$ cat config.mk
export PLATFORM = sky130hd
export DESIGN_NAME = pdl_pll_divider
export DESIGN_NICKNAME = d
export VERILOG_FILES = /design/src/core/pdl_pkg.sv /design/src/core/pdl_pll_divider.sv
export SDC_FILE = /design/constraint.sdc
export NUM_CORES = 1
export LEC_CHECK = 0
export ABC_CLOCK_PERIOD_IN_PS = 2000
export BUFFER_PORTS_ARGS = -buffer_cell sky130_fd_sc_hd__buf_2
export CORE_UTILIZATION = 50
export CTS_BUF_LIST = sky130_fd_sc_hd__clkbuf_16
export DETAILED_ROUTE_END_ITERATION = 12
export PLACE_DENSITY = 0.89
export SYNTH_ARGS = -nofsm -noshare
export SYNTH_HDL_FRONTEND = slang
export SYNTH_SLANG_ARGS = --single-unit
$ cat constraint.sdc
create_clock -name sys_clk -period 2 [get_ports sys_clk]
set_input_delay 0.2 -clock sys_clk [delete_from_list [all_inputs] [get_ports sys_clk]]
set_output_delay 0.2 -clock sys_clk [all_outputs]
set_load 0.02 [all_outputs]
$ cat src/core/pdl_pkg.sv
// Purpose: Constants for the PLL divider programming and lock flag block
// Assumes: Avalon-MM word addressing by byte address, 32-bit data
// Notes: Control and bandwidth words sit beside the divider registers
package pdl_pkg;
   // Byte addresses of the register words
   localparam logic [7:0] ADDR_MUL_LOW = 8'h38;
   localparam logic [7:0] ADDR_MUL_HIGH = 8'h3C;
   localparam logic [7:0] ADDR_VCO_RANGE = 8'h40;
   localparam logic [7:0] ADDR_REF_DIV = 8'h44;
   localparam logic [7:0] ADDR_CTRL = 8'h48;
   localparam logic [7:0] ADDR_BW = 8'h4C;
   localparam logic [7:0] ADDR_SYS = 8'h50;
   // Reset values
   localparam logic [7:0] RST_MUL_LOW = 8'h40;
   localparam logic [3:0] RST_MUL_HIGH = 4'h0;
   localparam logic [7:0] RST_VCO_RANGE = 8'h40;
   localparam logic [3:0] RST_REF_DIV = 4'h1;
   // Control word bit positions
   localparam int CTRL_IRQ_EN = 7;
   localparam int CTRL_FLAG = 6;
   localparam int CTRL_PLL_EN = 5;
   localparam int CTRL_BCS = 4;
   // Bandwidth word bit positions
   localparam int BW_AUTO = 7;
   localparam int BW_LOCK = 6;
   // System word bit positions
   localparam int SYS_OSC_KEEP = 1;
   localparam int SYS_BRK_CLR = 0;
endpackage

$ cat src/core/pdl_pll_divider.sv
// Purpose: Divider program registers, lock change flag and base clock select
// Assumes: Lock, break and stop arrive as pins from other logic
// Notes: Read data valid the cycle waitrequest drops
//
// The Avalon-MM register port was decided locally.
`timescale 1ns/10ps
`default_nettype none
module pdl_pll_divider (
   input wire logic sys_clk,
   input wire logic rst_n,
   input wire logic [7:0] avs_address,
   input wire logic avs_read,
   input wire logic avs_write,
   input wire logic [31:0] avs_writedata,
   input wire logic [3:0] avs_byteenable,
   output logic [31:0] avs_readdata,
   output logic avs_waitrequest,
   input wire logic lock_in,
   input wire logic break_in,
   input wire logic stop_in,
   input wire logic wait_in,
   input wire logic xtal_clk_in,
   input wire logic vco_clk_in,
   output logic [11:0] feedback_divide,
   output logic [7:0] vco_range,
   output logic [3:0] ref_divide,
   output logic pll_active,
   output logic osc_active,
   output logic base_clock_select,
   output logic base_clock_out,
   output logic crystal_clock,
   output logic clockgen_irq_out
);
   // Register state
   logic [7:0] mul_low_ff, nxt_mul_low;
   logic [3:0] mul_high_ff, nxt_mul_high;
   logic [7:0] vco_range_ff, nxt_vco_range;
   logic [3:0] ref_div_ff, nxt_ref_div;
   logic irq_en_ff, nxt_irq_en;
   logic flag_ff, nxt_flag;
   logic pll_en_ff, nxt_pll_en;
   logic bcs_ff, nxt_bcs;
   logic auto_ff, nxt_auto;
   logic osc_keep_ff, nxt_osc_keep;
   logic brk_clr_ff, nxt_brk_clr;
   logic [31:0] rdata_ff, nxt_rdata;
   logic wait_ff, nxt_wait;
   // Pin synchronisers and derived outputs
   logic [2:0] lock_sy_ff, brk_sy_ff, stop_sy_ff, xt_sy_ff, vc_sy_ff;
   logic lock_q_ff, nxt_lock_q;
   logic brk_q_ff, nxt_brk_q;
   logic stop_q_ff, nxt_stop_q;
   logic xt_q_ff, nxt_xt_q;
   logic vc_q_ff, nxt_vc_q;
   logic half_ff, nxt_half;
   logic src_d_ff, nxt_src_d;
   logic [11:0] fb_ff, nxt_fb;
   logic [3:0] rd_ff, nxt_rd;
   logic pll_act_ff, nxt_pll_act;
   logic osc_act_ff, nxt_osc_act;
   logic xclk_ff, nxt_xclk;
   logic irq_ff, nxt_irq;
   logic bout_ff, nxt_bout;
   logic acc, wr_hit, rd_hit, stop_edge, lock_edge, protect;
   logic [11:0] rd_wide;

   // Zero divide value means one
   function automatic logic [11:0] zero_is_one(input logic [11:0] v);
      zero_is_one = (v == 12'h000) ? 12'h001 : v;
   endfunction

   // Access strobe; each access takes two cycles (wait then done)
   assign acc = (avs_read | avs_write) & wait_ff;
   assign wr_hit = avs_write & ~wait_ff & avs_byteenable[0];
   assign rd_hit = avs_read & ~wait_ff;
   assign protect = brk_q_ff & ~brk_clr_ff;
   // Stop entry is the rising edge of the filtered level
   assign stop_edge = ~stop_q_ff & nxt_stop_q;
   assign lock_edge = lock_q_ff ^ nxt_lock_q;

   // Pin synchronisers, three stages
   always_ff @(posedge sys_clk) begin
      if (!rst_n) begin
         lock_sy_ff <= 3'h0;
         brk_sy_ff <= 3'h0;
         stop_sy_ff <= 3'h0;
         xt_sy_ff <= 3'h0;
         vc_sy_ff <= 3'h0;
      end else begin
         lock_sy_ff <= {lock_sy_ff[1:0], lock_in};
         brk_sy_ff <= {brk_sy_ff[1:0], break_in};
         stop_sy_ff <= {stop_sy_ff[1:0], stop_in};
         xt_sy_ff <= {xt_sy_ff[1:0], xtal_clk_in};
         vc_sy_ff <= {vc_sy_ff[1:0], vco_clk_in};
      end
   end

   // Filtered levels change when stages two and three agree
   always_comb begin
      nxt_lock_q = (lock_sy_ff[1] == lock_sy_ff[2]) ? lock_sy_ff[2] : lock_q_ff;
      nxt_brk_q = (brk_sy_ff[1] == brk_sy_ff[2]) ? brk_sy_ff[2] : brk_q_ff;
      nxt_stop_q = (stop_sy_ff[1] == stop_sy_ff[2]) ? stop_sy_ff[2] : stop_q_ff;
      nxt_xt_q = (xt_sy_ff[1] == xt_sy_ff[2]) ? xt_sy_ff[2] : xt_q_ff;
      nxt_vc_q = (vc_sy_ff[1] == vc_sy_ff[2]) ? vc_sy_ff[2] : vc_q_ff;
   end
   // Wait mode input is accepted but has no effect on state
   logic unused_wait;
   assign unused_wait = wait_in;

   // Register file next state
   always_comb begin
      nxt_mul_low = mul_low_ff;
      nxt_mul_high = mul_high_ff;
      nxt_vco_range = vco_range_ff;
      nxt_ref_div = ref_div_ff;
      nxt_irq_en = irq_en_ff;
      nxt_flag = flag_ff;
      nxt_pll_en = pll_en_ff;
      nxt_bcs = bcs_ff;
      nxt_auto = auto_ff;
      nxt_osc_keep = osc_keep_ff;
      nxt_brk_clr = brk_clr_ff;
      nxt_wait = ~acc;
      nxt_rdata = rdata_ff;
      // Divider writes only while PLL off, else dropped silently
      if (wr_hit && !pll_en_ff) begin
         unique case (avs_address)
            pdl_pkg::ADDR_MUL_LOW: nxt_mul_low = avs_writedata[7:0];
            pdl_pkg::ADDR_MUL_HIGH: nxt_mul_high = avs_writedata[3:0];
            pdl_pkg::ADDR_VCO_RANGE: nxt_vco_range = avs_writedata[7:0];
            pdl_pkg::ADDR_REF_DIV: nxt_ref_div = avs_writedata[3:0];
            default: ;
         endcase
      end
      if (wr_hit && avs_address == pdl_pkg::ADDR_BW) begin
         nxt_auto = avs_writedata[pdl_pkg::BW_AUTO];
      end
      if (wr_hit && avs_address == pdl_pkg::ADDR_SYS) begin
         nxt_osc_keep = avs_writedata[pdl_pkg::SYS_OSC_KEEP];
         nxt_brk_clr = avs_writedata[pdl_pkg::SYS_BRK_CLR];
      end
      if (wr_hit && avs_address == pdl_pkg::ADDR_CTRL) begin
         nxt_irq_en = avs_writedata[pdl_pkg::CTRL_IRQ_EN] & auto_ff;
         // Enable cannot drop while select held
         nxt_pll_en = avs_writedata[pdl_pkg::CTRL_PLL_EN] | bcs_ff;
         // Select needs enable and nonzero range; lock not checked
         nxt_bcs = avs_writedata[pdl_pkg::CTRL_BCS] & pll_en_ff
                   & (vco_range_ff != 8'h00);
      end
      if (!auto_ff) begin
         nxt_irq_en = 1'b0;
      end
      // Control read clears flag unless break protects it
      if (rd_hit && avs_address == pdl_pkg::ADDR_CTRL && !protect) begin
         nxt_flag = 1'b0;
      end
      if ((wr_hit && avs_address == pdl_pkg::ADDR_CTRL) && !protect) begin
         nxt_flag = 1'b0;
      end
      // Lock change sets flag in auto mode; set beats clear
      if (auto_ff && lock_edge) begin
         nxt_flag = 1'b1;
      end
      // Zero range forces PLL off and crystal select
      if (vco_range_ff == 8'h00) begin
         nxt_bcs = 1'b0;
      end
      // Stop entry drops select so crystal drives after recovery
      if (stop_edge) begin
         nxt_bcs = 1'b0;
      end
      // Read mux loads while waitrequest is high so data stands when it drops
      if (avs_read && wait_ff) begin
         nxt_rdata = 32'h0000_0000;
         unique case (avs_address)
            pdl_pkg::ADDR_MUL_LOW: nxt_rdata[7:0] = mul_low_ff;
            pdl_pkg::ADDR_MUL_HIGH: nxt_rdata[3:0] = mul_high_ff;
            pdl_pkg::ADDR_VCO_RANGE: nxt_rdata[7:0] = vco_range_ff;
            pdl_pkg::ADDR_REF_DIV: nxt_rdata[3:0] = ref_div_ff;
            pdl_pkg::ADDR_CTRL: begin
               nxt_rdata[pdl_pkg::CTRL_IRQ_EN] = irq_en_ff;
               nxt_rdata[pdl_pkg::CTRL_FLAG] = flag_ff & auto_ff;
               nxt_rdata[pdl_pkg::CTRL_PLL_EN] = pll_en_ff;
               nxt_rdata[pdl_pkg::CTRL_BCS] = bcs_ff;
            end
            pdl_pkg::ADDR_BW: begin
               nxt_rdata[pdl_pkg::BW_AUTO] = auto_ff;
               nxt_rdata[pdl_pkg::BW_LOCK] = lock_q_ff & auto_ff;
            end
            pdl_pkg::ADDR_SYS: begin
               nxt_rdata[pdl_pkg::SYS_OSC_KEEP] = osc_keep_ff;
               nxt_rdata[pdl_pkg::SYS_BRK_CLR] = brk_clr_ff;
            end
            default: nxt_rdata = 32'h0000_0000;
         endcase
      end
   end

   // Output and clock path next state
   always_comb begin
      nxt_fb = zero_is_one({mul_high_ff, mul_low_ff});
      rd_wide = zero_is_one({8'h00, ref_div_ff});
      nxt_rd = rd_wide[3:0];
      // PLL runs only when enabled, range nonzero and not stopped
      nxt_pll_act = pll_en_ff & (vco_range_ff != 8'h00) & ~stop_q_ff;
      nxt_osc_act = ~stop_q_ff | osc_keep_ff;
      nxt_xclk = xt_q_ff & nxt_osc_act;
      // Halve selected source on its rising edges
      nxt_src_d = bcs_ff ? vc_q_ff : xt_q_ff;
      nxt_half = half_ff;
      if (nxt_src_d && !src_d_ff) begin
         nxt_half = ~half_ff;
      end
      nxt_bout = half_ff & ~(stop_q_ff & ~osc_keep_ff);
      nxt_irq = flag_ff & irq_en_ff & auto_ff & ~(stop_q_ff & ~osc_keep_ff);
   end

   // Register all state except the pin synchroniser stages
   always_ff @(posedge sys_clk) begin
      if (!rst_n) begin
         mul_low_ff <= pdl_pkg::RST_MUL_LOW;
         mul_high_ff <= pdl_pkg::RST_MUL_HIGH;
         vco_range_ff <= pdl_pkg::RST_VCO_RANGE;
         ref_div_ff <= pdl_pkg::RST_REF_DIV;
         irq_en_ff <= 1'b0;
         flag_ff <= 1'b0;
         pll_en_ff <= 1'b1;
         bcs_ff <= 1'b0;
         auto_ff <= 1'b0;
         osc_keep_ff <= 1'b0;
         brk_clr_ff <= 1'b0;
         rdata_ff <= 32'h0000_0000;
         wait_ff <= 1'b1;
         lock_q_ff <= 1'b0;
         brk_q_ff <= 1'b0;
         stop_q_ff <= 1'b0;
         xt_q_ff <= 1'b0;
         vc_q_ff <= 1'b0;
         half_ff <= 1'b0;
         src_d_ff <= 1'b0;
         fb_ff <= 12'h040;
         rd_ff <= 4'h1;
         pll_act_ff <= 1'b0;
         osc_act_ff <= 1'b1;
         xclk_ff <= 1'b0;
         irq_ff <= 1'b0;
         bout_ff <= 1'b0;
      end else begin
         mul_low_ff <= nxt_mul_low;
         mul_high_ff <= nxt_mul_high;
         vco_range_ff <= nxt_vco_range;
         ref_div_ff <= nxt_ref_div;
         irq_en_ff <= nxt_irq_en;
         flag_ff <= nxt_flag;
         pll_en_ff <= nxt_pll_en;
         bcs_ff <= nxt_bcs;
         auto_ff <= nxt_auto;
         osc_keep_ff <= nxt_osc_keep;
         brk_clr_ff <= nxt_brk_clr;
         rdata_ff <= nxt_rdata;
         wait_ff <= nxt_wait;
         lock_q_ff <= nxt_lock_q;
         brk_q_ff <= nxt_brk_q;
         stop_q_ff <= nxt_stop_q;
         xt_q_ff <= nxt_xt_q;
         vc_q_ff <= nxt_vc_q;
         half_ff <= nxt_half;
         src_d_ff <= nxt_src_d;
         fb_ff <= nxt_fb;
         rd_ff <= nxt_rd;
         pll_act_ff <= nxt_pll_act;
         osc_act_ff <= nxt_osc_act;
         xclk_ff <= nxt_xclk;
         irq_ff <= nxt_irq;
         bout_ff <= nxt_bout;
      end
   end

   // Outputs straight from flops
   assign avs_readdata = rdata_ff;
   assign avs_waitrequest = wait_ff;
   assign feedback_divide = fb_ff;
   assign vco_range = vco_range_ff;
   assign ref_divide = rd_ff;
   assign pll_active = pll_act_ff;
   assign osc_active = osc_act_ff;
   assign base_clock_select = bcs_ff;
   assign base_clock_out = bout_ff;
   assign crystal_clock = xclk_ff;
   assign clockgen_irq_out = irq_ff;
endmodule // pdl_pll_divider
`default_nettype wire

Yosys cells after proc, flatten, opt, wreduce, memory -nomap -nowiden
Cells that the tools add are included.
- bits of input ports: 54
- output and inout port bits: 63
- register bits: 83
- mux-type cells: 11
- eq/ne operators: 12
- bitwise gates (word level): 31
- reductions and logical operators: 26
- operators by type and width (cell ; number):
    8-bit by 7-bit equality test with 1-bit output, second input constant ; 5
    1-bit AND ; 19
    8-bit by 6-bit equality test with 1-bit output, second input constant ; 2
    2-bit case mux with 4 select lines ; 2
    12-bit zero test ; 1
    1-bit logical AND ; 10
    2-bit case mux with 5 select lines ; 1
    2-bit AND reduction ; 5
    8-bit zero test ; 1
    1-bit NOT ; 8
    8-bit nonzero test ; 1
    7-bit 2-to-1 mux ; 1
    1-bit 2-to-1 mux ; 6
    2-bit case mux with 3 select lines ; 1
    1-bit equality test ; 5
    4-bit zero test ; 1
    2-bit OR reduction ; 2
    1-bit zero test ; 3
    1-bit bitwise OR ; 3
    3-bit nonzero test ; 1
    3-bit OR reduction ; 1
    1-bit XOR ; 1

Logic depth before layout (Yosys ltp)
Gate-level depths: netlist of the first run.
- depth after elaboration: 7
- depth in mapped cells: 6

Worst setup path before layout of the first run
OpenSTA, ideal clock, no wires.
- path type: input -> register
- start: input avs_address[5]
- end: register rdata_ff[7], in the netlist avs_readdata[7]
- arrival: 1.446 ns
- cell stages on the path: 4
- path slack: 0.496 ns
- data required time: 1.942 ns
- path through: or4b_1 > or4b_1 > a31oi_1 > a31o_2
- word-level cells in the longest chain between the ends: 2
- elaborated cells between the ends (all ways): 5
- RTL lines (what ; RTL line ; text):
    start, declared ; pdl_pll_divider.sv:11 ; input wire logic [7:0] avs_address,
    8-bit by 7-bit equality test with 1-bit output or 8-bit by 6-bit equality test with 1-bit output (tied branches) ; pdl_pll_divider.sv:175 ; unique case (avs_address)
    2-bit case mux with 4 select lines * ; pdl_pll_divider.sv:175 ;
    end signal, assigned ; pdl_pll_divider.sv:260 ; rdata_ff <= nxt_rdata;
    end, declared ; pdl_pll_divider.sv:46 ; logic [31:0] rdata_ff, nxt_rdata;
Every way passes the cells marked *; elsewhere a longest branch is shown, timed or not.
A chain may end at the register's enable or synchronous reset.

Final worst setup path of the first run
- start: register wait_ff, in the netlist avs_waitrequest
- end: register mul_low_ff[0]
- word-level cells in the longest chain between the ends: 5
- RTL lines (what ; RTL line ; text):
    start, declared ; pdl_pll_divider.sv:47 ; logic wait_ff, nxt_wait;
    start signal, assigned ; pdl_pll_divider.sv:261 ; wait_ff <= nxt_wait;
    1-bit NOT ; pdl_pll_divider.sv:74 ; assign wr_hit = avs_write & ~wait_ff & avs_byteenable[0];
    1-bit AND (2 in series) ; pdl_pll_divider.sv:74 ;
    1-bit logical AND ; pdl_pll_divider.sv:126 ; if (wr_hit && !pll_en_ff) begin
    2-bit AND reduction (no line) ; -- ;
    end signal, assigned ; pdl_pll_divider.sv:221 ; mul_low_ff <= pdl_pkg::RST_MUL_LOW;
    end signal, assigned ; pdl_pll_divider.sv:249 ; mul_low_ff <= nxt_mul_low;
    end, declared ; pdl_pll_divider.sv:35 ; logic [7:0] mul_low_ff, nxt_mul_low;
Every way passes these cells.

==> metrics.md, run 1 <==
| Metric | Value |
|---|---|
| CP max-delay cell | `and4bb_1` |
| Worst-path clk slew | `70 ps` |
| Synthesized area | `3370 um^2` |
| Gp weighted congestion | `0.928` |
| Largest net degree at the start of global routing | `40` |
| Clock Path Buffers | `2` |
| Final setup fails | `0` |
| Cells after Synth | `337` |
| Clock Tree Root | `clkbuf_16` |
| Hold Violations, Final | `0` |
| Post-CTS Setup Repair Bufs | `0` |
| WL/cell | `15.4 um` |
| I/O pins | `117` |
| Vias in the first global route | `2,436` |
| Final nets | `458` |
| Hold-fix buffers, CTS | `0` |
| Post-synth ARST share | `0%` |
| Peak supply drop | `0.493 mV` |
| CP arrival | `1820 ps` |
| Layout area overhead | `17.8%` |
| Worst-path fanout max | `7` |
| First-pass GRT wire length | `11.8 mm` |
| Total power draw | `0.00343 W` |
| Startpoint Class | `flip-flop` |
| Min-delay worst type | `in -> reg` |
| Drt pass-1 iters | `8` |
| Initial antenna violation count | `0` |
| Fmax | `0.628 GHz` |
| Yosys reg bits | `83` |
| PwrDens | `864 nW/um^2` |
| Total track usage | `21.5%` |
| Final min period | `1590 ps` |
| CP max stage delay | `390 ps` |
| Number of flops mapped to enable cells by yosys | `0` |
| Final worst slack | `407 ps` |
| Post-place setup slack | `280 ps` |
| Post-DP HPWL | `5.34 mm` |
| Leak | `1.82 nW` |
| Core area | `6420 um^2` |
| Cell variety after synth | `44` |
| Syn avg cell area | `10.0 um^2` |
| Post-DRT Antenna Nets | `0` |
| Final period util | `79.7%` |
| CTS tree | `yes` |
| # resized after CTS | `0` |
| Die area | `7080 um^2` |
| Clk_lat worst skew | `340 ps` |
| DIE WIDTH | `84.1 um` |
| Share of cells above drive strength 1 | `24.4%` |
| Area of the multi-input gates | `1550 um^2` |
| Synth Flop Type | `dfxtp_1` |
| Synth warn | `0` |
| Fin util | `61.9%` |
| Clk sinks | `83` |
| Site Rows | `29` |
| Detailed router's first-iteration violation count | `237` |
| Port bufs | `64` |
| Seq/Total Area, Yosys | `49.3%` |
| Via-to-Cell Ratio | `5.43` |
| Critical path capture point type | `flip-flop` |
| Gr ovfl total | `0` |
| Status | `complete, but fails checks` |
| Crit path cell chain | `and4bb_1, nand3_1, buf_4, mux2i_1, nor2b_1` |
| CTS H-tree depth | `3` |
| Starting Density | `52.5%` |
| Clk_skew | `7.67 ps` |
| RSZ-0062 raised after global routing | `false` |
| Register Area | `1660 um^2` |
| DIE HEIGHT | `84.1 um` |
| Setup TNS | `0 ps` |
| DRC errors left | `8` |
| CTS Buf Count | `9` |
| Via Count | `2,640` |
| Worst EP required | `2230 ps` |
| Max cap viols | `0` |
| Filler cells | `501` |
| Slew Limit Fails | `0` |
| Crit Path Category | `reg -> reg` |
| Failing checks | `design-rule violations` |
| DRT Wirelength | `7.48 mm` |
| Antenna cells | `0` |
-- cell type report --
type                       instances  share of cell area, %
sequential                        83                   41.8
clock buffer                       9                   5.67
multi-input combinational        237                   39.1
clock inverter                     7                   1.48
inverter                           2                  0.189
tap                               77                   2.42
timing repair buffer              71                   9.38
-- synth_stat cells, types with 2 or more instances --
cell	count	area, um^2
a21boi_0	7	52.6
a21oi_1	4	20.0
a22o_1	2	17.5
a31oi_1	8	50.1
a32oi_1	3	26.3
and2_1	29	181
and3_1	3	18.8
and3b_1	2	17.5
buf_2	4	20.0
buf_4	24	180
clkbuf_1	9	33.8
dfxtp_1	83	1660
inv_1	2	7.51
mux2_2	8	90.1
mux2i_1	27	270
nand2_1	20	75.1
nand2b_1	2	12.5
nand3_1	12	60.1
nand4_1	5	31.3
nor2_1	7	26.3
nor2b_1	22	138
nor3_1	5	25.0
nor3b_1	3	22.5
nor4_1	3	18.8
o21ai_0	21	105
or3_1	2	12.5
or4_1	2	15.0
or4b_1	2	20.0
-- state kept, by name (all words and copies together) (netlist names), 3 cells and up --
signal / flops
brk_sy_ff: 3
lock_sy_ff: 3
feedback_divide: 12
ref_divide: 4
mul_low_ff: 8
vc_sy_ff: 3
xt_sy_ff: 3
stop_sy_ff: 3
ref_div_ff: 4
mul_high_ff: 4
avs_readdata: 8
vco_range: 8
-- power breakdown --
| part | leakage (nW) | switching, W | internal (W) |
|---|---|---|---|
| clock network | 0.140 | 0.000695 | 0.000862 |
| logic | 1.01 | 0.000132 | 0.0000623 |
| registers | 0.672 | 0.0000105 | 0.00167 |
| total | 1.82 | 0.000838 | 0.00260 |
-- layout by cell type, fill, tap and decap left out, types with 2 or more instances in the layout --
cell,count
nand2_1,20
a22o_1,2
mux2i_1,27
clkinv_4,2
nor3_1,5
and3b_1,2
or4b_1,2
inv_1,2
a21oi_1,4
inv_6,3
mux2_2,8
nand2b_1,2
conb_1,24
buf_4,7
nor4_1,3
and3_1,3
dfxtp_1,83
a31oi_1,8
or4_1,2
or3_1,2
a21boi_0,7
o21ai_0,21
nor2_1,7
clkbuf_16,9
nand3_1,12
nor2b_1,22
buf_2,64
a32oi_1,3
nor3b_1,3
and2_1,29
nand4_1,5
-- per-stage QoR --
step / hold slack, ps / instance area, um^2 / std cells
after global placement: 406 / 3690 / 470
final: 64.0 / 3980 / 486
after floorplan: 316 / 3460 / 360
after detailed placement: 412 / 3690 / 470
after CTS: 60.4 / 3980 / 486
after global routing: 60.9 / 3980 / 486
-- per-layer routing --
metal	global-route usage, %	routed length (um)	vias up
li1	-	-	1269
met1	25.8	3150	1222
met2	35.0	3610	128
met3	7.08	537	21
met4	9.87	189	0
met5	0	0	-
-- cells by family after synthesis --
| logic type | share of synthesized area (%) |
|---|---|
| buffers and inverters | 7.27 |
| AO/OA/AOI/OAI | 9.35 |
| AND/OR/NAND/NOR | 23.3 |
| flip-flops | 49.3 |
| multiplexers | 10.7 |
| other | 0.111 |
-- critical path: cells and delay by family (launching register included) --
kind,cells,cell delay [ps]
simple gates,3,710
mux,1,160
flops,1,360
buf+inv,1,260
-- worst paths after layout --
check / startpoint / to / slack (ps) / cells after the start
worst max-delay path: avs_waitrequest$_SDFF_PN1_ / mul_low_ff[0]$_SDFFE_PN0P_ / 410 / 5
worst min-delay path: vco_clk_in / vc_sy_ff[0]$_SDFF_PN0_ / 60 / 2
worst max register to register: avs_waitrequest$_SDFF_PN1_ / mul_low_ff[0]$_SDFFE_PN0P_ / 410 / 5
worst min register to register: lock_sy_ff[0]$_SDFF_PN0_ / lock_sy_ff[1]$_SDFF_PN0_ / 430 / 1
Note: power is estimated with default switching activity, not from simulation.
==> run 2, diff against run 1 <==
Settings changed: ABC_CLOCK_PERIOD_IN_PS 2000 to 1550.
Clock period 2 ns to 1.55 ns, I/O delays scaled along.
==> run 2 against run 1 <==
Against the previous run:
- the flow still finishes with violations (design-rule violations)
- register-to-register slack got worse by 340 ps
- critical endpoint is now vco_range[5]$_SDFFE_PN0P_
- maximum frequency increased by 7.2%
- cell count increased by 1.6%
==> metrics.md, run 2 (synthesized netlist as in run 1, its figures left out) <==
| Metric | Value |
|---|---|
| Status | `complete, but fails checks` |
| Failing checks | `design-rule violations` |
| Total power draw | `0.00454 W (+32%)` |
| CP max-delay cell | `and4bb_2` |
| PwrDens | `1120 nW/um^2 (+29%)` |
| Critical path capture point type | `flip-flop` |
| Detailed router's first-iteration violation count | `218 (-8.0%)` |
| Post-DP HPWL | `5.33 mm (-0.30%)` |
| Leak | `1.87 nW (+2.4%)` |
| M2 GR Usage | `35.0% (unchanged)` |
| WL/cell | `15.5 um (+0.51%)` |
| Worst EP required | `1770 ps (-460 ps)` |
| Reg2reg start | `avs_waitrequest$_SDFF_PN1_` |
| Core area | `6420 um^2 (unchanged)` |
| First-pass GRT wire length | `12.1 mm (+2.2%)` |
| Min-delay worst type | `in -> reg` |
| Global Route met1 Usage | `27.9% (+2.1 points)` |
| Final period util | `95.9% (+16 points)` |
| DIE WIDTH | `84.1 um (unchanged)` |
| Port bufs | `64 (unchanged)` |
| Clk_lat worst skew | `330 ps (about the same)` |
| Share of cells above drive strength 1 | `26.4% (+1.9 points)` |
| Fin util | `63.3% (+1.4 points)` |
| Fmax | `0.672 GHz (+7.2%)` |
| Hold Path Depth | `2 (unchanged)` |
| Crit path cell chain | `and4bb_2, nand3_2, mux2i_1, nor2b_1` |
| Antenna cells | `0 (unchanged)` |
| R2R depth | `4 (-1)` |
| CTS tree | `yes` |
| Vias in the first global route | `2,520 (+3.4%)` |
| RSZ-0062 raised after global routing | `true` |
| Clk sinks | `83 (unchanged)` |
| Gr busiest metal | `met2` |
| Hold-fix buffers, CTS | `0 (unchanged)` |
| Gp weighted congestion | `0.876 (-5.6%)` |
| Final nets | `466 (+1.7%)` |
| Max cap viols | `0 (unchanged)` |
| FF-to-FF End | `vco_range[5]$_SDFFE_PN0P_` |
| CTS H-tree depth | `3 (unchanged)` |
| CP arrival | `1710 ps (-110 ps)` |
| Final setup fails | `0 (unchanged)` |
| Max reg flops | `12 (unchanged)` |
| Layout area overhead | `20.5%` |
| Drt pass-1 iters | `9 (+1)` |
| Filler cells | `498 (-0.60%)` |
| Setup TNS | `0 ps (unchanged)` |
| Buf/Inv on CP | `0 (-1)` |
| Clk_skew | `7.60 ps (-0.0703 ps)` |
| Initial antenna violation count | `0 (unchanged)` |
| CP top delay family | `simple AND/OR/NAND/NOR gates` |
| Post-DRT Antenna Nets | `0 (unchanged)` |
| Met3 Track Usage GR | `4.72% (-2.4 points)` |
| Die area | `7080 um^2 (unchanged)` |
| Most common cell after layout, fill and taps aside | `dfxtp_1` |
| Clock Path Buffers | `2 (unchanged)` |
| Total track usage | `22.2% (+0.74 points)` |
| Peak supply drop | `0.822 mV (+67%)` |
| Worst-path fanout max | `8 (+1)` |
| Via-to-Cell Ratio | `5.46 (+0.50%)` |
| Hold Violations, Final | `0 (unchanged)` |
| CTS Buf Count | `9 (unchanged)` |
| Reg2Reg Setup Slack | `60 ps (-340 ps)` |
| Hold path start | `stop_in` |
| I/O pins | `117 (unchanged)` |
| Gr ovfl total | `0 (unchanged)` |
| DIE HEIGHT | `84.1 um (unchanged)` |
| Hold EP | `stop_sy_ff[0]$_SDFF_PN0_` |
| CP max stage delay | `390 ps (about the same)` |
| DRT Wirelength | `7.64 mm (+2.2%)` |
| Startpoint Class | `flip-flop` |
| Leading cell types in the layout, fill and taps excluded | `dfxtp_1 (83), buf_2 (64), and2_1 (28)` |
| Site Rows | `29 (unchanged)` |
| Slew Limit Fails | `0 (unchanged)` |
| Crit Path Category | `reg -> reg` |
| Largest net degree at the start of global routing | `67 (+68%)` |
| Worst-path clk slew | `60 ps (about the same)` |
| Clock Tree Root | `clkbuf_16` |
| Starting Density | `52.5% (unchanged)` |
| Via Count | `2,697 (+2.2%)` |
| DRC errors left | `8 (unchanged)` |
| Final min period | `1490 ps (-106 ps)` |
-- run 2: cell types whose count changed in the layout (fill, tap and decap cells not counted), sizes merged --
cell / previous run / this run
buf: 71 / 79
bufinv: 0 / 1
clkinv: 3 / 1
clkinvlp: 0 / 2
inv: 6 / 5
-- run 2: area by class of cell --
cell class              count  area, um^2  area share (%)
clock buffers               9         225            5.54
clock inverters             7        75.1            1.85
inverters                   2        7.51           0.185
multi-input cells         237        1550            38.2
flip-flops and latches     83        1660            40.9
well taps                  77        96.3            2.37
repair buffers             79         445            11.0
-- run 2: where the power goes --
| part | switching [W] | total, W | leakage (nW) | internal, W |
|---|---|---|---|---|
| sequential | 0.0000144 | 0.00217 | 0.672 | 0.00216 |
| clock | 0.000847 | 0.00210 | 0.144 | 0.00125 |
| combinational | 0.000175 | 0.000268 | 1.05 | 0.0000934 |
| total | 0.00104 | 0.00454 | 1.87 | 0.00351 |
-- run 2: how the worst max path moves through the flow --
stage               depth (start not counted)                           end                  startpoint
global placement                            5  avs_readdata[7]$_SDFFE_PN0P_              avs_address[5]
CTS                                         4    ref_div_ff[3]$_SDFFE_PN0P_  avs_waitrequest$_SDFF_PN1_
detailed placement                          5  avs_readdata[7]$_SDFFE_PN0P_              avs_address[5]
finish                                      4     vco_range[5]$_SDFFE_PN0P_  avs_waitrequest$_SDFF_PN1_
floorplan                                   4    mul_low_ff[6]$_SDFFE_PN1P_  avs_waitrequest$_SDFF_PN1_
global route                                4     vco_range[7]$_SDFFE_PN0P_  avs_waitrequest$_SDFF_PN1_
-- run 2: metal layers --
metal / part of all wire (%) / vias up
met1: 43 / 1225
met4: 3.3 / 0
met5: 0 / -
li1: - / 1293
met2: 46 / 156
met3: 8.0 / 23
-- run 2: metrics by stage --
step                hold slack, ps  worst slack [ps]  instance area (um^2)  std cells
global placement               360             -77.7                  3760        477
finish                        21.1              63.0                  4070        494
CTS                           14.2              44.7                  4060        493
global route                  24.8             -17.2                  4070        494
floorplan                      271              56.9                  3460        360
detailed placement             365             -98.6                  3760        477
-- run 2: what timing repair did --
item	in CTS	in global routing
resized for setup	0	2
setup endpoints to repair	0	11
setup buffers	0	1
-- run 2: worst register-to-register path, delay by kind of cell, from the launching register on --
kind	cells	cell delay [ps]
flops	1	370
mux	1	260
simple gates	3	740
